<file path="src/logic/trig_delay_defines.svh">
/*
   constants for the trigger delay and exposure timer: register offsets, field positions,
   reset values and timing counts.
   assumes a 40 MHz device clock and 32-bit register words, bit 31 being the word's msb.
*/
`ifndef TRIG_DELAY_DEFINES_SVH
`define TRIG_DELAY_DEFINES_SVH

// ----------------------------------------------------------------------------
// register offsets
// ----------------------------------------------------------------------------
`define ADDR_DLY_CAP      32'hF0F0_0534
`define ADDR_DLY_CTL      32'hF0F0_0834
`define ADDR_FINE_DLY     32'hF100_0400

// ----------------------------------------------------------------------------
// field positions (msb-first bit n of the word is data bit 31-n)
// ----------------------------------------------------------------------------
`define BIT_PRESENCE      31
`define BIT_ABS           30
`define BIT_ONE_PUSH      28
`define BIT_READBACK      27
`define BIT_ONOFF_CAP     26
`define BIT_AUTO          25
`define BIT_MANUAL        24
`define BIT_ON            25
`define CAP_MIN_HI        23
`define CAP_MIN_LO        12
`define VAL_HI            11
`define FINE_HI           20

// ----------------------------------------------------------------------------
// reset values and limits
// ----------------------------------------------------------------------------
`define DLY_MIN_VALUE     12'h000
`define DLY_MAX_VALUE     12'hFFF
`define TIMEBASE_RST_US   8'h14
`define SHUTTER_MIN       12'h001
`define EXP_OFFSET_US     12

// ----------------------------------------------------------------------------
// timing
// ----------------------------------------------------------------------------
`define CLK_PERIOD_NS     25
`define US_NS             1000
`define US_CYCLES         (`US_NS / `CLK_PERIOD_NS)

`endif

</file>
<file path="src/logic/trig_delay_pkg.sv">
/*
   types for the trigger delay and exposure timer.
   assumes the constants header is included by the design file.
*/
package trig_delay_pkg;

   // sequencer states, one-hot
   typedef enum logic [5:0] {
      ST_IDLE   = 6'b00_0001,
      ST_DELAY  = 6'b00_0010,
      ST_WAIT   = 6'b00_0100,
      ST_SHUT   = 6'b00_1000,
      ST_PULSE  = 6'b01_0000,
      ST_OFFS   = 6'b10_0000
   } seq_e;

   // register access request
   typedef struct packed {
      logic [31:0] addr;
      logic        wr;
      logic        rd;
      logic [31:0] wdata;
   } reg_req_s;

   // trigger mode controls from outside
   typedef struct packed {
      logic       wr;
      logic       ext_on;
      logic       pw_mode;
      logic       pol;
      logic       pol_capable;
   } trig_cfg_s;

   // all state of the timer
   typedef struct packed {
      seq_e        seq;
      logic        integ;
      logic        dlying;
      logic        dly_on;
      logic        dly_abs;
      logic [11:0] dly_val;
      logic        fine_on;
      logic [20:0] fine_us;
      logic        ext_on;
      logic        pw_mode;
      logic        pol;
      logic [7:0]  timebase;
      logic        act_prev;
      logic [5:0]  tick;
      logic [31:0] us_cnt;
      logic [31:0] rdata;
      logic        ack;
   } state_s;

endpackage

</file>
<file path="src/logic/trig_delay_timer.sv">
/*
   trigger delay and exposure timer: delays integration start after an external trigger
   edge, then times the exposure from the shutter count or from the trigger pulse width.
   assumes the trigger input and all control inputs are synchronous to i_clk, and that
   shutter count and absolute delay are held by logic elsewhere; the timebase is loaded into a register here.
*/
`timescale 1ns/1ps
`include "trig_delay_defines.svh"

module trig_delay_timer #(
   parameter int EXP_OFFSET_US = `EXP_OFFSET_US
) (
   input  wire logic                      i_clk,
   input  wire logic                      i_rst_b,
   input  wire trig_delay_pkg::reg_req_s  i_reg,
   input  wire trig_delay_pkg::trig_cfg_s i_trig_cfg,
   input  wire logic                      i_trig,
   input  wire logic                      i_free_start,
   input  wire logic                      i_readout_busy,
   input  wire logic [11:0]               i_shutter_count,
   input  wire logic [20:0]               i_abs_delay_us,
   input  wire logic                      i_timebase_wr,
   input  wire logic [7:0]                i_timebase_us,
   output logic [31:0]                    o_reg_rdata,
   output logic                           o_reg_ack,
   output logic                           o_integrate,
   output logic                           o_delaying,
   output logic                           o_ext_trig_on,
   output logic                           o_trig_pol
);

   trig_delay_pkg::state_s s_ff;
   trig_delay_pkg::state_s nxt_s;

   logic        act;
   logic        edge_det;
   logic        us_tick;
   logic [11:0] shut_cnt;
   logic [31:0] dly_target;
   logic [31:0] shut_target;
   logic [31:0] cap_word;
   logic [31:0] ctl_word;
   logic [31:0] fine_word;
   logic        sel_ctl;
   logic        sel_fine;

   // ----------------------------------------------------------------------------
   // trigger qualification and targets
   // ----------------------------------------------------------------------------
   // polarity 0 means low-active input
   assign act      = s_ff.pol ? i_trig : ~i_trig;
   assign edge_det = act & ~s_ff.act_prev;
   assign us_tick  = (s_ff.tick == 6'(`US_CYCLES - 1));
   // a zero shutter count would give no exposure, so it is raised to one
   assign shut_cnt = (i_shutter_count < `SHUTTER_MIN) ? `SHUTTER_MIN
                                                      : i_shutter_count;
   assign shut_target = 32'(shut_cnt * s_ff.timebase);
   // fine delay wins over the standard one when both are on
   always_comb begin
      if (s_ff.fine_on) begin
         dly_target = 32'(s_ff.fine_us);
      end else if (s_ff.dly_abs) begin
         dly_target = 32'(i_abs_delay_us);
      end else begin
         dly_target = 32'(s_ff.dly_val * s_ff.timebase);
      end
   end

   // ----------------------------------------------------------------------------
   // read words
   // ----------------------------------------------------------------------------
   // capability flags are constants; auto and one-push are not offered
   always_comb begin
      cap_word = 32'h0000_0000;
      cap_word[`BIT_PRESENCE]  = 1'b1;
      cap_word[`BIT_ABS]       = 1'b1;
      cap_word[`BIT_ONE_PUSH]  = 1'b0;
      cap_word[`BIT_READBACK]  = 1'b1;
      cap_word[`BIT_ONOFF_CAP] = 1'b1;
      cap_word[`BIT_AUTO]      = 1'b0;
      cap_word[`BIT_MANUAL]    = 1'b1;
      cap_word[`CAP_MIN_HI:`CAP_MIN_LO] = `DLY_MIN_VALUE;
      cap_word[`VAL_HI:0]      = `DLY_MAX_VALUE;
      ctl_word = 32'h0000_0000;
      ctl_word[`BIT_PRESENCE]  = 1'b1;
      ctl_word[`BIT_ABS]       = s_ff.dly_abs;
      ctl_word[`BIT_ON]        = s_ff.dly_on;
      ctl_word[`VAL_HI:0]      = s_ff.dly_val;
      fine_word = 32'h0000_0000;
      fine_word[`BIT_PRESENCE] = 1'b1;
      fine_word[`BIT_ON]       = s_ff.fine_on;
      fine_word[`FINE_HI:0]    = s_ff.fine_us;
   end

   assign sel_ctl  = (i_reg.addr == `ADDR_DLY_CTL);
   assign sel_fine = (i_reg.addr == `ADDR_FINE_DLY);

   // ----------------------------------------------------------------------------
   // next state
   // ----------------------------------------------------------------------------
   always_comb begin
      nxt_s = s_ff;
      nxt_s.act_prev = act;
      nxt_s.ack      = i_reg.wr | i_reg.rd;
      nxt_s.tick     = us_tick ? 6'h00 : 6'(s_ff.tick + 6'h01);
      if (us_tick) begin
         nxt_s.us_cnt = s_ff.us_cnt + 32'h0000_0001;
      end

      // register reads answer one cycle later, unmapped reads give zero
      if (i_reg.rd) begin
         if (i_reg.addr == `ADDR_DLY_CAP) begin
            nxt_s.rdata = cap_word;
         end else if (sel_ctl) begin
            nxt_s.rdata = ctl_word;
         end else if (sel_fine) begin
            nxt_s.rdata = fine_word;
         end else begin
            nxt_s.rdata = 32'h0000_0000;
         end
      end

      // other fields only take a write while the feature is already on
      if (i_reg.wr && sel_ctl) begin
         nxt_s.dly_on = i_reg.wdata[`BIT_ON];
         if (s_ff.dly_on) begin
            nxt_s.dly_abs = i_reg.wdata[`BIT_ABS];
            nxt_s.dly_val = i_reg.wdata[`VAL_HI:0];
         end
      end
      if (i_reg.wr && sel_fine) begin
         nxt_s.fine_on = i_reg.wdata[`BIT_ON];
         if (s_ff.fine_on) begin
            nxt_s.fine_us = i_reg.wdata[`FINE_HI:0];
         end
      end

      // trigger mode from outside; delay switch-on forces edge mode
      if (i_trig_cfg.wr) begin
         nxt_s.ext_on  = i_trig_cfg.ext_on;
         nxt_s.pw_mode = i_trig_cfg.pw_mode;
         if (i_trig_cfg.pol_capable) begin
            nxt_s.pol = i_trig_cfg.pol;
         end
      end
      if ((nxt_s.dly_on && !s_ff.dly_on) || (nxt_s.fine_on && !s_ff.fine_on)) begin
         nxt_s.ext_on  = 1'b1;
         nxt_s.pw_mode = 1'b0;
      end
      if (i_timebase_wr) begin
         nxt_s.timebase = i_timebase_us;
      end

      // sequencer; edges outside idle are dropped, so a countdown is never restarted
      case (s_ff.seq)
         trig_delay_pkg::ST_IDLE: begin
            if (s_ff.ext_on && edge_det) begin
               nxt_s.tick   = 6'h00;
               nxt_s.us_cnt = 32'h0000_0000;
               if (s_ff.pw_mode) begin
                  nxt_s.seq = trig_delay_pkg::ST_WAIT;
               end else if (s_ff.dly_on || s_ff.fine_on) begin
                  nxt_s.seq = trig_delay_pkg::ST_DELAY;
               end else begin
                  nxt_s.seq = trig_delay_pkg::ST_SHUT;
               end
            end else if (!s_ff.ext_on && i_free_start) begin
               nxt_s.tick   = 6'h00;
               nxt_s.us_cnt = 32'h0000_0000;
               nxt_s.seq    = trig_delay_pkg::ST_SHUT;
            end
         end
         trig_delay_pkg::ST_DELAY: begin
            if (s_ff.us_cnt >= dly_target) begin
               nxt_s.tick   = 6'h00;
               nxt_s.us_cnt = 32'h0000_0000;
               nxt_s.seq    = trig_delay_pkg::ST_SHUT;
            end
         end
         trig_delay_pkg::ST_WAIT: begin
            // pulse exposure waits out readout, which shows as start jitter
            if (!act) begin
               nxt_s.seq = trig_delay_pkg::ST_IDLE;
            end else if (!i_readout_busy) begin
               nxt_s.seq = trig_delay_pkg::ST_PULSE;
            end
         end
         trig_delay_pkg::ST_SHUT: begin
            if (s_ff.us_cnt >= shut_target) begin
               nxt_s.tick   = 6'h00;
               nxt_s.us_cnt = 32'h0000_0000;
               nxt_s.seq    = trig_delay_pkg::ST_OFFS;
            end
         end
         trig_delay_pkg::ST_PULSE: begin
            // short pulses still give the full offset; nothing clips them
            if (!act) begin
               nxt_s.tick   = 6'h00;
               nxt_s.us_cnt = 32'h0000_0000;
               nxt_s.seq    = trig_delay_pkg::ST_OFFS;
            end
         end
         trig_delay_pkg::ST_OFFS: begin
            if (s_ff.us_cnt >= 32'(EXP_OFFSET_US)) begin
               nxt_s.seq = trig_delay_pkg::ST_IDLE;
            end
         end
         default: begin
            nxt_s.seq = trig_delay_pkg::ST_IDLE;
         end
      endcase

      // output flags come from the next state so each pin leaves a flip-flop
      // directly; decoding the state vector at the pins would add a gate level
      nxt_s.dlying = (nxt_s.seq == trig_delay_pkg::ST_DELAY);
      nxt_s.integ  = (nxt_s.seq == trig_delay_pkg::ST_SHUT) ||
                     (nxt_s.seq == trig_delay_pkg::ST_PULSE) ||
                     (nxt_s.seq == trig_delay_pkg::ST_OFFS);
   end

   // ----------------------------------------------------------------------------
   // state register
   // ----------------------------------------------------------------------------
   always_ff @(posedge i_clk) begin
      if (!i_rst_b) begin
         s_ff.seq      <= trig_delay_pkg::ST_IDLE;
         s_ff.integ    <= 1'b0;
         s_ff.dlying   <= 1'b0;
         s_ff.dly_on   <= 1'b0;
         s_ff.dly_abs  <= 1'b0;
         s_ff.dly_val  <= 12'h000;
         s_ff.fine_on  <= 1'b0;
         s_ff.fine_us  <= 21'h00_0000;
         s_ff.ext_on   <= 1'b0;
         s_ff.pw_mode  <= 1'b0;
         s_ff.pol      <= 1'b1;
         s_ff.timebase <= `TIMEBASE_RST_US;
         s_ff.act_prev <= 1'b1;
         s_ff.tick     <= 6'h00;
         s_ff.us_cnt   <= 32'h0000_0000;
         s_ff.rdata    <= 32'h0000_0000;
         s_ff.ack      <= 1'b0;
      end else begin
         s_ff <= nxt_s;
      end
   end

   // outputs straight from the state register
   assign o_reg_rdata   = s_ff.rdata;
   assign o_reg_ack     = s_ff.ack;
   assign o_integrate   = s_ff.integ;
   assign o_delaying    = s_ff.dlying;
   assign o_ext_trig_on = s_ff.ext_on;
   assign o_trig_pol    = s_ff.pol;
endmodule

</file>
<file path="config.mk">
export PLATFORM = sky130hd
export DESIGN_NAME = trig_delay_timer
export DESIGN_NICKNAME = d
export VERILOG_FILES = /design/src/logic/trig_delay_pkg.sv /design/src/logic/trig_delay_timer.sv
export VERILOG_INCLUDE_DIRS = /design/src /design/src/logic
export SDC_FILE = /design/constraint.sdc
export NUM_CORES = 1
export LEC_CHECK = 0
export BUFFER_PORTS_ARGS = -buffer_cell sky130_fd_sc_hd__buf_2
export CAP_MARGIN = 20
export CORE_UTILIZATION = 60
export CTS_CLUSTER_SIZE = 16
export DETAILED_ROUTE_END_ITERATION = 10
export GPL_ROUTABILITY_DRIVEN = 0
export HOLD_SLACK_MARGIN = 0.08
export PLACE_DENSITY = 0.82
export RECOVER_POWER = 50
export SETUP_SLACK_MARGIN = 0.3
export SYNTH_ARGS = -nofsm -noshare
export SYNTH_HDL_FRONTEND = slang
export SYNTH_SLANG_ARGS = --single-unit
</file>
<file path="constraint.sdc">
create_clock -name i_clk -period 19.4 [get_ports i_clk]
set_input_delay 2.91 -clock i_clk [delete_from_list [all_inputs] [get_ports i_clk]]
set_output_delay 2.91 -clock i_clk [all_outputs]
set_load 0.02 [all_outputs]
</file>
# Word level (Yosys, flattened, before mapping)
# Index checks and enable logic that the tools add are counted.
dict set report classes {
  addsub 2
  mul 2
  magnitude_cmp 4
  eq_ne 14
  muxes 33
  n_bitwise 5
  reduce_logical 18
}
# cell count
set ops {}
lappend ops {{2-to-1 mux 38 bit} 5}
lappend ops {{one-hot mux 38 bit (4 select lines)} 1}
lappend ops {{2-to-1 mux 32 bit} 4}
lappend ops {{== test 32 bit (second input constant)} 3}
lappend ops {{2-to-1 mux 21 bit} 3}
lappend ops {{2-to-1 mux 6 bit} 9}
lappend ops {{multiplier 12 x 8 -> 20 bit} 2}
lappend ops {{one-hot mux 6 bit (6 select lines)} 1}
lappend ops {{adder 32 x 1 -> 32 bit (second input constant)} 1}
lappend ops {{greater-or-equal comparator 32 x 20 -> 1 bit} 1}
lappend ops {{greater-or-equal comparator 32 bit} 1}
lappend ops {{greater-or-equal comparator 32 x 4 -> 1 bit (second input constant)} 1}
lappend ops {{2-to-1 mux 22 bit} 1}
lappend ops {{== test 6 bit (second input constant)} 3}
lappend ops {{2-to-1 mux 14 bit} 1}
lappend ops {{2-to-1 mux 13 bit} 1}
lappend ops {{== test 6 x 2 -> 1 bit (second input constant)} 2}
lappend ops {{== test 6 x 4 -> 1 bit (second input constant)} 2}
lappend ops {{== test 6 x 5 -> 1 bit (second input constant)} 2}
lappend ops {{< comparator 12 x 1 -> 1 bit (second input constant)} 1}
lappend ops {{2-to-1 mux 12 bit} 1}
lappend ops {{2-to-1 mux 4 bit} 2}
lappend ops {{adder 6 x 1 -> 6 bit (second input constant)} 1}
lappend ops {{== test 6 x 1 -> 1 bit (second input constant)} 1}
lappend ops {{other kinds (13)} 28}
dict set report totals {
  register_bits 127
  in_bits 118
  out_inout_bits 37
  wordCells 95
}

# Depth between registers and ports, before layout
# Gate-level depths: netlist (run 1).
dict set report logic_depth {
  word_depth 9
  mapped_depth 28
  mapped_depth_nobuf 26
}

# Worst setup path before layout (run 1)
# OpenSTA, ideal clock, no wires.
dict set report synth_timing {
  kind {in2reg}
  startpoint {in i_shutter_count[5]}
  endpoint {reg s_ff[34] in the netlist's numbering}
  setup_ns 0.065
  arrival_time_ns 8.708
  required_time_ns 19.335
  slack_ns 10.627
  cell_stages 26
  n_path_buf 2
  path_cell_list {nor4_1 a31oi_1 nand2b_1 fa_1 fa_1 inv_1 fa_1 inv_1 fa_1 inv_1 ha_1 a2111o_1 o21bai_1 a41o_1 a21o_1 a21oi_1 xor2_1 ha_1 a21o_1 a21oi_1 nand3b_1 a41oi_1 o31ai_1 buf_4 buf_6 nor2_1}
}
dict set report synth_via {
  elab_chain_cells 6
}
# item line
set synth_lines {}
lappend synth_lines {{start, declared} trig_delay_timer.sv:20} ;# input wire logic [11:0] i_shutter_count,
lappend synth_lines {{< comparator 12 x 1 -> 1 bit (no source line)} n/a}
lappend synth_lines {{2-to-1 mux 12 bit *} trig_delay_timer.sv:55} ;# assign shut_cnt = (i_shutter_count < `SHUTTER_MIN) ? `SHUTTER_MIN
lappend synth_lines {{multiplier 12 x 8 -> 20 bit *} trig_delay_timer.sv:57} ;# assign shut_target = 32'(shut_cnt * s_ff.timebase);
lappend synth_lines {{greater-or-equal comparator 32 x 20 -> 1 bit *} trig_delay_timer.sv:189} ;# if (s_ff.us_cnt >= shut_target) begin
lappend synth_lines {{2-to-1 mux 38 bit *} trig_delay_timer.sv:189}
lappend synth_lines {{one-hot mux 38 bit (4 select lines) *} trig_delay_timer.sv:155} ;# case (s_ff.seq)
lappend synth_lines {{end signal, assigned} trig_delay_timer.sv:244} ;# s_ff <= nxt_s;
lappend synth_lines {{end, declared} trig_delay_timer.sv:32} ;# trig_delay_pkg::state_s s_ff;
# Mark *: on every way between the ends. The rest lies on a longest branch, timed or not.
# A chain may end at the register's enable or synchronous reset.

# Final worst setup path (run 1)
dict set report layout_timing {
  startpoint {in i_shutter_count[5]}
  endpoint {reg s_ff[68] in the netlist's numbering}
}
# The elaborated chain is that of the path after synthesis.

==> reports/metrics.cfg, run 1 <==
[status]
status=complete, but fails checks
violations=max-capacitance violations, max-slew violations

[routing]
vias_per_cell=5.82
drtPass1Iterations=7
drtIter0Drc=637
drc_errors=0
vias=11000
wl_per_cell_um=16.7
ant_nets=0
routed_wl_um=31500

[power_and_ir_drop]
power_frac_seq_pct=30.4
internal_power_mw=0.567
p_clk_share_pct=37.6
p_total_mw=0.858
power_frac_comb_pct=31.9
swShare_pct=33.9
vdd_drop_max_mv=0.0624
p_leak_nw=6.75
net-switching-power_mw=0.291
powerDensity_mw_per_mm2=61.3

[cts]
cts_buffer_depth=2
h-tree-depth=4
postCtsSetupRepairBufs=0
clk_latency_ns=0.43
cts_resized=0
hold_buffers=0
cts-root-buf=clkbuf_16
cts_made_buffers=17
cts.sinks=120
cts_tree=done
clkTransAtPathRegs_ns=0.06

[setup_path]
worstPathRequired_ns=19.75
startpoint_type=input pin
arrival_ns=9.83
critPathKind=input pin to flop
endpoint_kind=flop
critPathMaxFanout=38

[sta]
setup_tns_ns=0
fmax_ghz=0.105
worst_slew_pin_slew_ns=3.19
fin_crit_sh_pct=48.9
holdWs_ns=0.457
slew_headroom_pct=-112
finalSetupViolCount=0
setup_slack_ns=9.92
fin_skew_ns=0.0111
hold_viol=0
maxSlewViolCount=81
period_needed_ns=9.48
rsz0062_at_grt=no

[cells_and_area]
final_area_mm2=0.0140
finalNetCount=1960
areaGrowthSynthToFinish_pct=8.76
multi_input_area_mm2=0.00933
n_antenna_cell=0
fin_util_pct=66.6
drive_gt1_share_pct=9.93
nFillCells=1710
regArea_mm2=0.00240
stdcell_count=1886

[die]
rows=53
core_area_mm2=0.0210
fp.dieW_um=148
die_h_um=148
initial_core_util_pct=61.2
io_pins=155
dieArea_mm2=0.0220

[yosys]
synthTopCellsByArea=dfxtp_1, fa_1, ha_1, nand2_1, and2_1
yosysMostFrequentCell=nand2_1
synth_top_family_by_area=adder cells
synthMuxAreaShare_pct=1.73
ys_seq_area_share_pct=18.7
synth_compound_area_share_pct=11.5
synth-simple-area-share_pct=23.5
synth_ff_type=dfxtp_1
synthArstFlopShare_pct=0
synth_xor_area_share_pct=4.76
synth_top_area_share_pct=18.7
synth-adder-area-share_pct=30.7
synth.avg_cell_area_um2=8.39
yosysWarnings=0
synth.cell_area_mm2=0.0129
synth_edf_count=0
ys_seq_elements=120
yosys.area.top_type=dfxtp_1
synth_cell_types=71
yosys-top-cells-count=nand2_1, inv_1, and2_1
syn_inst=1534

[placed_design]
hpwl_um=24100
io_buffers=140
pre_cts_ws_ns=9.61
dp.cells=1854
place_area_mm2=0.0134

[global_route]
grt_max_degree=81
grt_pass1_wl_um=53100
grt_pass1_vias=11000
gr-total-overflow=0
antenna_found_initial=0
grt_usage_pct=30.3

[job]
maxCapViolCount=1

[min_path]
hold_class=flop to flop

==> layer usage <==
layer  GRT usage, %  routed length [um]  up-vias
met3           5.40                1990       64
met2           52.3               15600      422
met4           9.38                 736        0
met5              0                   0        -
li1               -                   -     5146
met1           38.3               13100     5341
==> cell type report <==
type,count,share of cell area (%)
clock inverters,12,0.992
flip-flops and latches,120,17.2
multi-input cells,1151,66.6
repair buffers,148,5.12
clock buffers,20,3.33
inverters,160,4.29
well taps,275,2.46
==> power groups by stage <==
stage	logic, mW	clock network, mW	registers [mW]
floorplan	0.209	0	0.261
global placement	0.260	0	0.266
detailed placement	0.272	0	0.266
CTS	0.276	0.323	0.261
global route	0.313	0.336	0.262
finish	0.274	0.323	0.261
==> worst max-delay path: stages <==
cell and delay (ns):
buf_2 0.15, nor4_1 0.29, a31oi_1 0.33, nand2b_1 0.29
fa_1 0.55, fa_1 0.54, inv_1 0.05, fa_1 0.53
inv_1 0.06, fa_1 0.55, inv_1 0.05, ha_1 0.22
a2111o_1 0.43, o21bai_1 0.21, a31o_2 0.25, a21oi_1 0.16
xor2_1 0.18, ha_1 0.26, nand4_1 0.14, inv_1 0.05
a221oi_1 0.32, o31ai_1 0.17, a41oi_1 0.40, o31ai_4 0.10
buf_4 0.38, nor3_1 0.22
==> flip-flops by register name, summed over array words and instances (netlist names) <==
register / count
o_integrate: 1
o_reg_rdata: 25
fine_word: 22
o_ext_trig_on: 1
s_ff: 54
o_trig_pol: 1
ctl_word: 14
o_delaying: 1
o_reg_ack: 1
==> path summary, 6_finish.rpt <==
kind                                    startpoint       end  slack (ns)  cells after the start
worst min register to register            s_ff[65]  s_ff[65]        0.46                      1
worst max register to register            s_ff[79]  s_ff[68]       11.43                     22
worst max-delay path            i_shutter_count[5]  s_ff[68]        9.92                     26
worst min-delay path                      s_ff[65]  s_ff[65]        0.46                      1
==> logic make-up (layout without fill, tap and decap cells) <==
family | after synthesis | in the layout
AO/OA/AOI/OAI | 211 | 211
buffers and inverters | 267 | 340
multiplexers | 22 | 22
XOR/XNOR | 70 | 70
adder cells (fa/ha/maj) | 244 | 244
AND/OR/NAND/NOR | 599 | 599
other | 1 | 5
flip-flops | 120 | 120
==> placed cells by master, fill, tap and decap left out, drive strengths merged, types with 4 or more instances in the layout <==
cell      instances
ha              124
xnor2            33
a21o             12
nor4             22
nand3            34
o21ai            37
o21a              4
nand2b           12
a21oi            43
xor2             37
nor2             81
o211ai            8
o211a            14
nand2           219
nand4            24
fa              120
nor2b            20
inv             164
conb              5
o21bai            6
mux2i            20
nand3b            4
clkbuf           53
nor3             16
buf             115
clkinvlp          4
a31oi             7
dfxtp           120
and3             21
a21boi           45
and2            128
(Power assumes the default switching activity.)
==> inputs of run 2 (changes only) <==
==> constraint.sdc (replaced) <==
create_clock -name i_clk -period 9.19 [get_ports i_clk]
set_input_delay 1.3785 -clock i_clk [delete_from_list [all_inputs] [get_ports i_clk]]
set_output_delay 1.3785 -clock i_clk [all_outputs]
set_load 0.02 [all_outputs]
==> reports/metrics.cfg, run 2 (same netlist as run 1, synthesis figures left out) <==
[status]
status=complete, but fails checks
violations=max-capacitance violations, max-slew violations

[sta]
setup_tns_ns=0  ; unchanged
fin_crit_sh_pct=86.4
finalSetupViolCount=0  ; unchanged
hold_viol=0  ; unchanged
period_needed_ns=7.94
fmax_ghz=0.126
maxSlewViolCount=81  ; unchanged
setup_slack_ns=1.25  ; -8.68 ns
slew_headroom_pct=-105  ; +7.9 points
worst_slew_pin_slew_ns=3.07  ; -0.118 ns
rsz0062_at_grt=no
fin_skew_ns=0.0139  ; +0.00275 ns
holdWs_ns=0.477  ; +0.0196 ns

[routing]
drtPass1Iterations=6  ; -1
vias_per_cell=5.79  ; -0.51%
routed_wl_um=31100  ; -1.1%
drtIter0Drc=743  ; +17%
wl_per_cell_um=16.5  ; -0.92%
vias=10900  ; -0.67%
drc_errors=0  ; unchanged
ant_nets=0  ; unchanged

[cts]
clk_latency_ns=0.43  ; about the same
cts_buffer_depth=2  ; unchanged
cts_tree=done
clkTransAtPathRegs_ns=0.06  ; about the same
hold_buffers=0  ; unchanged
h-tree-depth=4  ; unchanged
cts-root-buf=clkbuf_16
cts_resized=0  ; unchanged
cts_made_buffers=17  ; unchanged
postCtsSetupRepairBufs=0  ; unchanged
cts.sinks=120  ; unchanged

[die]
rows=53  ; unchanged
die_h_um=148  ; unchanged
dieArea_mm2=0.0220  ; unchanged
io_pins=155  ; unchanged
fp.dieW_um=148  ; unchanged
core_area_mm2=0.0210  ; unchanged
initial_core_util_pct=61.2  ; unchanged

[cells_and_area]
nFillCells=1695  ; -0.88%
stdcell_count=1883  ; -0.16%
most-common-layout-cells=nand2_1, inv_1, and2_1
multi_input_area_mm2=0.00933  ; unchanged
regArea_mm2=0.00240  ; unchanged
layout_commonest_cell=nand2_1
finalNetCount=1958  ; -0.10%
n_antenna_cell=0  ; unchanged
fin_util_pct=66.5  ; -0.083 points
largest_reg_flops=54  ; unchanged
top_register=s_ff
areaGrowthSynthToFinish_pct=8.62
drive_gt1_share_pct=9.76  ; -0.17 points

[setup_path]
critical_path.most_common_cell=fa_1
arrival_ns=8.28  ; -1.55 ns
critPathMaxFanout=38  ; unchanged
startpoint_type=input pin
crit_buf_inv=5  ; -1
max_stage_delay_ns=0.55  ; about the same
worstPathRequired_ns=9.53  ; -10.22 ns
critPathKind=input pin to flop
crit_family=adder cells
endpoint_kind=flop
slowest_stage=fa_1

[global_route]
grt_usage_pct=29.7  ; -0.54 points
grt_pass1_wl_um=51900  ; -2.2%
gr-total-overflow=0  ; unchanged
grt_pass1_vias=10800  ; -2.0%
grt_max_degree=81  ; unchanged
antenna_found_initial=1  ; +1

[power_and_ir_drop]
p_leak_nw=6.73  ; -0.22%
powerDensity_mw_per_mm2=129  ; +110%
vdd_drop_max_mv=0.112  ; +80%

[placed_design]
io_buffers=140  ; unchanged
dp.cells=1851  ; -0.16%
hpwl_um=23400  ; -2.6%
pre_cts_ws_ns=0.865  ; -8.75 ns

[min_path]
hold_class=flop to flop

[job]
maxCapViolCount=1  ; unchanged

[run 2: worst reg2reg max path, stage by stage (launching register included)]
cell and delay [ns]:
dfxtp_1 0.99, nand2_1 0.19, fa_1 0.58, inv_1 0.06
fa_1 0.52, fa_1 0.52, fa_1 0.50, ha_1 0.40
a21o_1 0.22, a31oi_1 0.15, o21ai_0 0.10, a221oi_1 0.47
o21ai_0 0.24, and3_1 0.24, or3_1 0.41, ha_1 0.31
nand2_1 0.07, or4_1 0.53, a211oi_1 0.32, o31ai_1 0.18
o31ai_4 0.25, buf_4 0.42, nor3_1 0.12
[run 2: final cells by class]
cell class / instances / area share, %
clock buffers: 19 / 3.24
clock inverters: 12 / 1.02
well taps: 275 / 2.46
multi-input cells: 1151 / 66.7
flip-flops and latches: 120 / 17.2
inverters: 160 / 4.30
repair buffers: 146 / 5.07
[run 2: path summary, 6_finish.rpt]
check | startpoint | end | slack, ns | cells after the start
worst max-delay path | i_shutter_count[2] | s_ff[65] | 1.25 | 26
worst min-delay path | fine_word[1] | fine_word[1] | 0.48 | 2
worst max register to register | s_ff[79] | s_ff[68] | 1.27 | 22
worst min register to register | fine_word[1] | fine_word[1] | 0.48 | 2
[run 2: per-layer routing]
layer / global-route usage, % / wire, um / vias up
li1: - / - / 5139
met1: 38.3 / 13000 / 5263
met2: 49.6 / 15000 / 422
met3: 5.18 / 2140 / 74
met4: 11.6 / 972 / 2
met5: 0 / 10 / -
[run 2: stage by stage]
stage / total power, mW / instance area (um2)
6_report: 1.80 / 14000
2_1_floorplan: 0.991 / 12900
5_1_grt: 1.91 / 14000
3_3_place_gp: 1.11 / 13400
3_5_place_dp: 1.13 / 13400
4_1_cts: 1.81 / 14000
[run 2: power breakdown]
group	internal [mW]	switching, mW
Clock	0.415	0.256
Sequential	0.531	0.0246
Combinational	0.242	0.328
Total	1.19	0.609
==> inputs of run 3 (changes only) <==
--- a/config.mk
+++ b/config.mk
@@ -8,6 +8,7 @@
 export LEC_CHECK = 0
 export BUFFER_PORTS_ARGS = -buffer_cell sky130_fd_sc_hd__buf_2
 export CAP_MARGIN = 20
+export CORE_ASPECT_RATIO = 0.9
 export CORE_UTILIZATION = 60
 export CTS_CLUSTER_SIZE = 16
 export DETAILED_ROUTE_END_ITERATION = 10
==> reports/metrics.cfg, run 3 (same netlist as run 1, synthesis figures left out) <==
[cts]
cts.sinks=120  ; unchanged
cts-root-buf=clkbuf_16
cts_buffer_depth=2  ; unchanged
postCtsSetupRepairBufs=0  ; unchanged
cts_tree=done
clkTransAtPathRegs_ns=0.06  ; about the same
h-tree-depth=4  ; unchanged
clk_latency_ns=0.42  ; about the same
cts_made_buffers=17  ; unchanged
hold_buffers=0  ; unchanged
cts_resized=0  ; unchanged

[status]
status=complete, but fails checks
violations=max-capacitance violations, max-slew violations

[die]
core_area_mm2=0.0209  ; -0.60%
fp.dieW_um=156  ; +5.3%
initial_core_util_pct=61.6  ; +0.37 points
rows=50  ; -5.7%
io_pins=155  ; unchanged
dieArea_mm2=0.0220  ; about the same
die_h_um=141  ; -5.1%

[routing]
ant_nets=0  ; unchanged
wl_per_cell_um=16.7  ; +1.2%
routed_wl_um=31800  ; +2.1%
drc_errors=0  ; unchanged
drtPass1Iterations=5  ; -1
vias_per_cell=5.79  ; about the same
vias=11000  ; +0.82%
drtIter0Drc=794  ; +6.9%

[global_route]
antenna_found_initial=2  ; +1
grt_pass1_wl_um=52600  ; +1.2%
grt_usage_pct=29.9  ; +0.14 points
grt_max_degree=81  ; unchanged
gr-total-overflow=0  ; unchanged
grt_pass1_vias=10900  ; +1.1%

[placed_design]
pre_cts_ws_ns=0.901  ; +0.0367 ns
hpwl_um=24000  ; +2.5%
dp.cells=1865  ; +0.76%
io_buffers=140  ; unchanged
place_area_mm2=0.0135  ; +0.27%

[setup_path]
regToRegStartpoint=s_ff[79]
endpoint_kind=flop
startpoint=i_shutter_count[5]
critPathKind=input pin to flop
critPathMaxFanout=38  ; unchanged
arrival_ns=8.31  ; +0.03 ns
startpoint_type=input pin
worstPathRequired_ns=9.53  ; about the same

[cells_and_area]
top_register=s_ff
drive_gt1_share_pct=9.93  ; +0.17 points
most-common-layout-cells=nand2_1, inv_1, and2_1
areaGrowthSynthToFinish_pct=8.85
stdcell_count=1899  ; +0.85%
multi_input_area_mm2=0.00933  ; unchanged
layout_commonest_cell=nand2_1
largest_reg_flops=54  ; unchanged
finalNetCount=1960  ; +0.10%
final_area_mm2=0.0140  ; +0.21%
nFillCells=1761  ; +3.9%
regArea_mm2=0.00240  ; unchanged

[sta]
hold_viol=0  ; unchanged
fin_skew_ns=0.0158  ; +0.00193 ns
setup_slack_ns=1.21  ; -0.0326 ns
maxSlewViolCount=81  ; unchanged
slew_headroom_pct=-115  ; -11 points
finalSetupViolCount=0  ; unchanged
fmax_ghz=0.125  ; -0.41%
rsz0062_at_grt=no
setup_tns_ns=0  ; unchanged
worst_slew_pin_slew_ns=3.23  ; +0.159 ns
period_needed_ns=7.98  ; +0.0326 ns
fin_crit_sh_pct=86.8  ; +0.35 points

[power_and_ir_drop]
p_leak_nw=6.75  ; +0.22%
vdd_drop_max_mv=0.0937  ; -16%
swShare_pct=34.3  ; +0.42 points
powerDensity_mw_per_mm2=130  ; +0.80%
net-switching-power_mw=0.622  ; +2.3%
power_frac_comb_pct=32.2  ; +0.5 points
p_clk_share_pct=37.4  ; about the same
p_total_mw=1.82  ; +1.0%
power_frac_seq_pct=30.5  ; -0.4 points
internal_power_mw=1.19  ; +0.37%

[job]
maxCapViolCount=1  ; unchanged

[min_path]
min_from=o_reg_rdata[19]
hold_class=flop to flop

## run 3: worst paths after layout
check	end	slack, ns	depth (start not counted)
worst max-delay path	s_ff[68]	1.21	26
worst min-delay path	o_reg_rdata[19]	0.48	2
worst max register to register	s_ff[68]	1.21	22
worst min register to register	o_reg_rdata[19]	0.48	2
## run 3: power groups by stage
| stage | registers (mW) | clock network [mW] | logic (mW) |
|---|---|---|---|
| after detailed placement | 0.564 | 0 | 0.576 |
| after floorplan | 0.551 | 0 | 0.440 |
| final | 0.553 | 0.678 | 0.584 |
| after CTS | 0.553 | 0.678 | 0.587 |
| after global placement | 0.563 | 0 | 0.552 |
| after global routing | 0.555 | 0.702 | 0.661 |
## run 3: layout make-up
type / count / share of cell area [%]
repair buffers: 148 / 5.12
well taps: 286 / 2.55
clock buffers: 19 / 3.23
flip-flops and latches: 120 / 17.1
clock inverters: 13 / 1.04
diodes: 2 / 0.0357
multi-input cells: 1151 / 66.6
inverters: 160 / 4.29
## run 3: worst max-delay path, stage by stage
cell,delay (ns)
buf_2,0.15
nor4_1,0.28
a31oi_1,0.31
nand2b_1,0.28
fa_1,0.54
fa_1,0.55
inv_1,0.05
fa_1,0.54
inv_1,0.07
fa_1,0.54
inv_1,0.04
ha_1,0.21
a2111o_1,0.42
o21bai_1,0.21
a41o_1,0.30
a21o_1,0.19
a21oi_1,0.17
xor2_1,0.26
ha_1,0.31
a21o_1,0.16
a21oi_1,0.18
nand3b_1,0.10
a41oi_1,0.35
o31ai_4,0.10
buf_4,0.38
nor3_1,0.21
## run 3: layer usage
layer  track usage (%)  vias up  wire, um
met4              9.75        0       784
met5                 0        -         0
met3              4.18       60      2340
met2              50.1      440     15400
met1              39.7     5341     13200
li1                  -     5148         -
## run 3: through the flow
stage	hold WS [ns]	util (%)
final	0.481	67.0
after global placement	0.449	64.4
after detailed placement	0.458	64.4
after floorplan	0.432	-
after CTS	0.477	67.2
after global routing	0.512	67.0
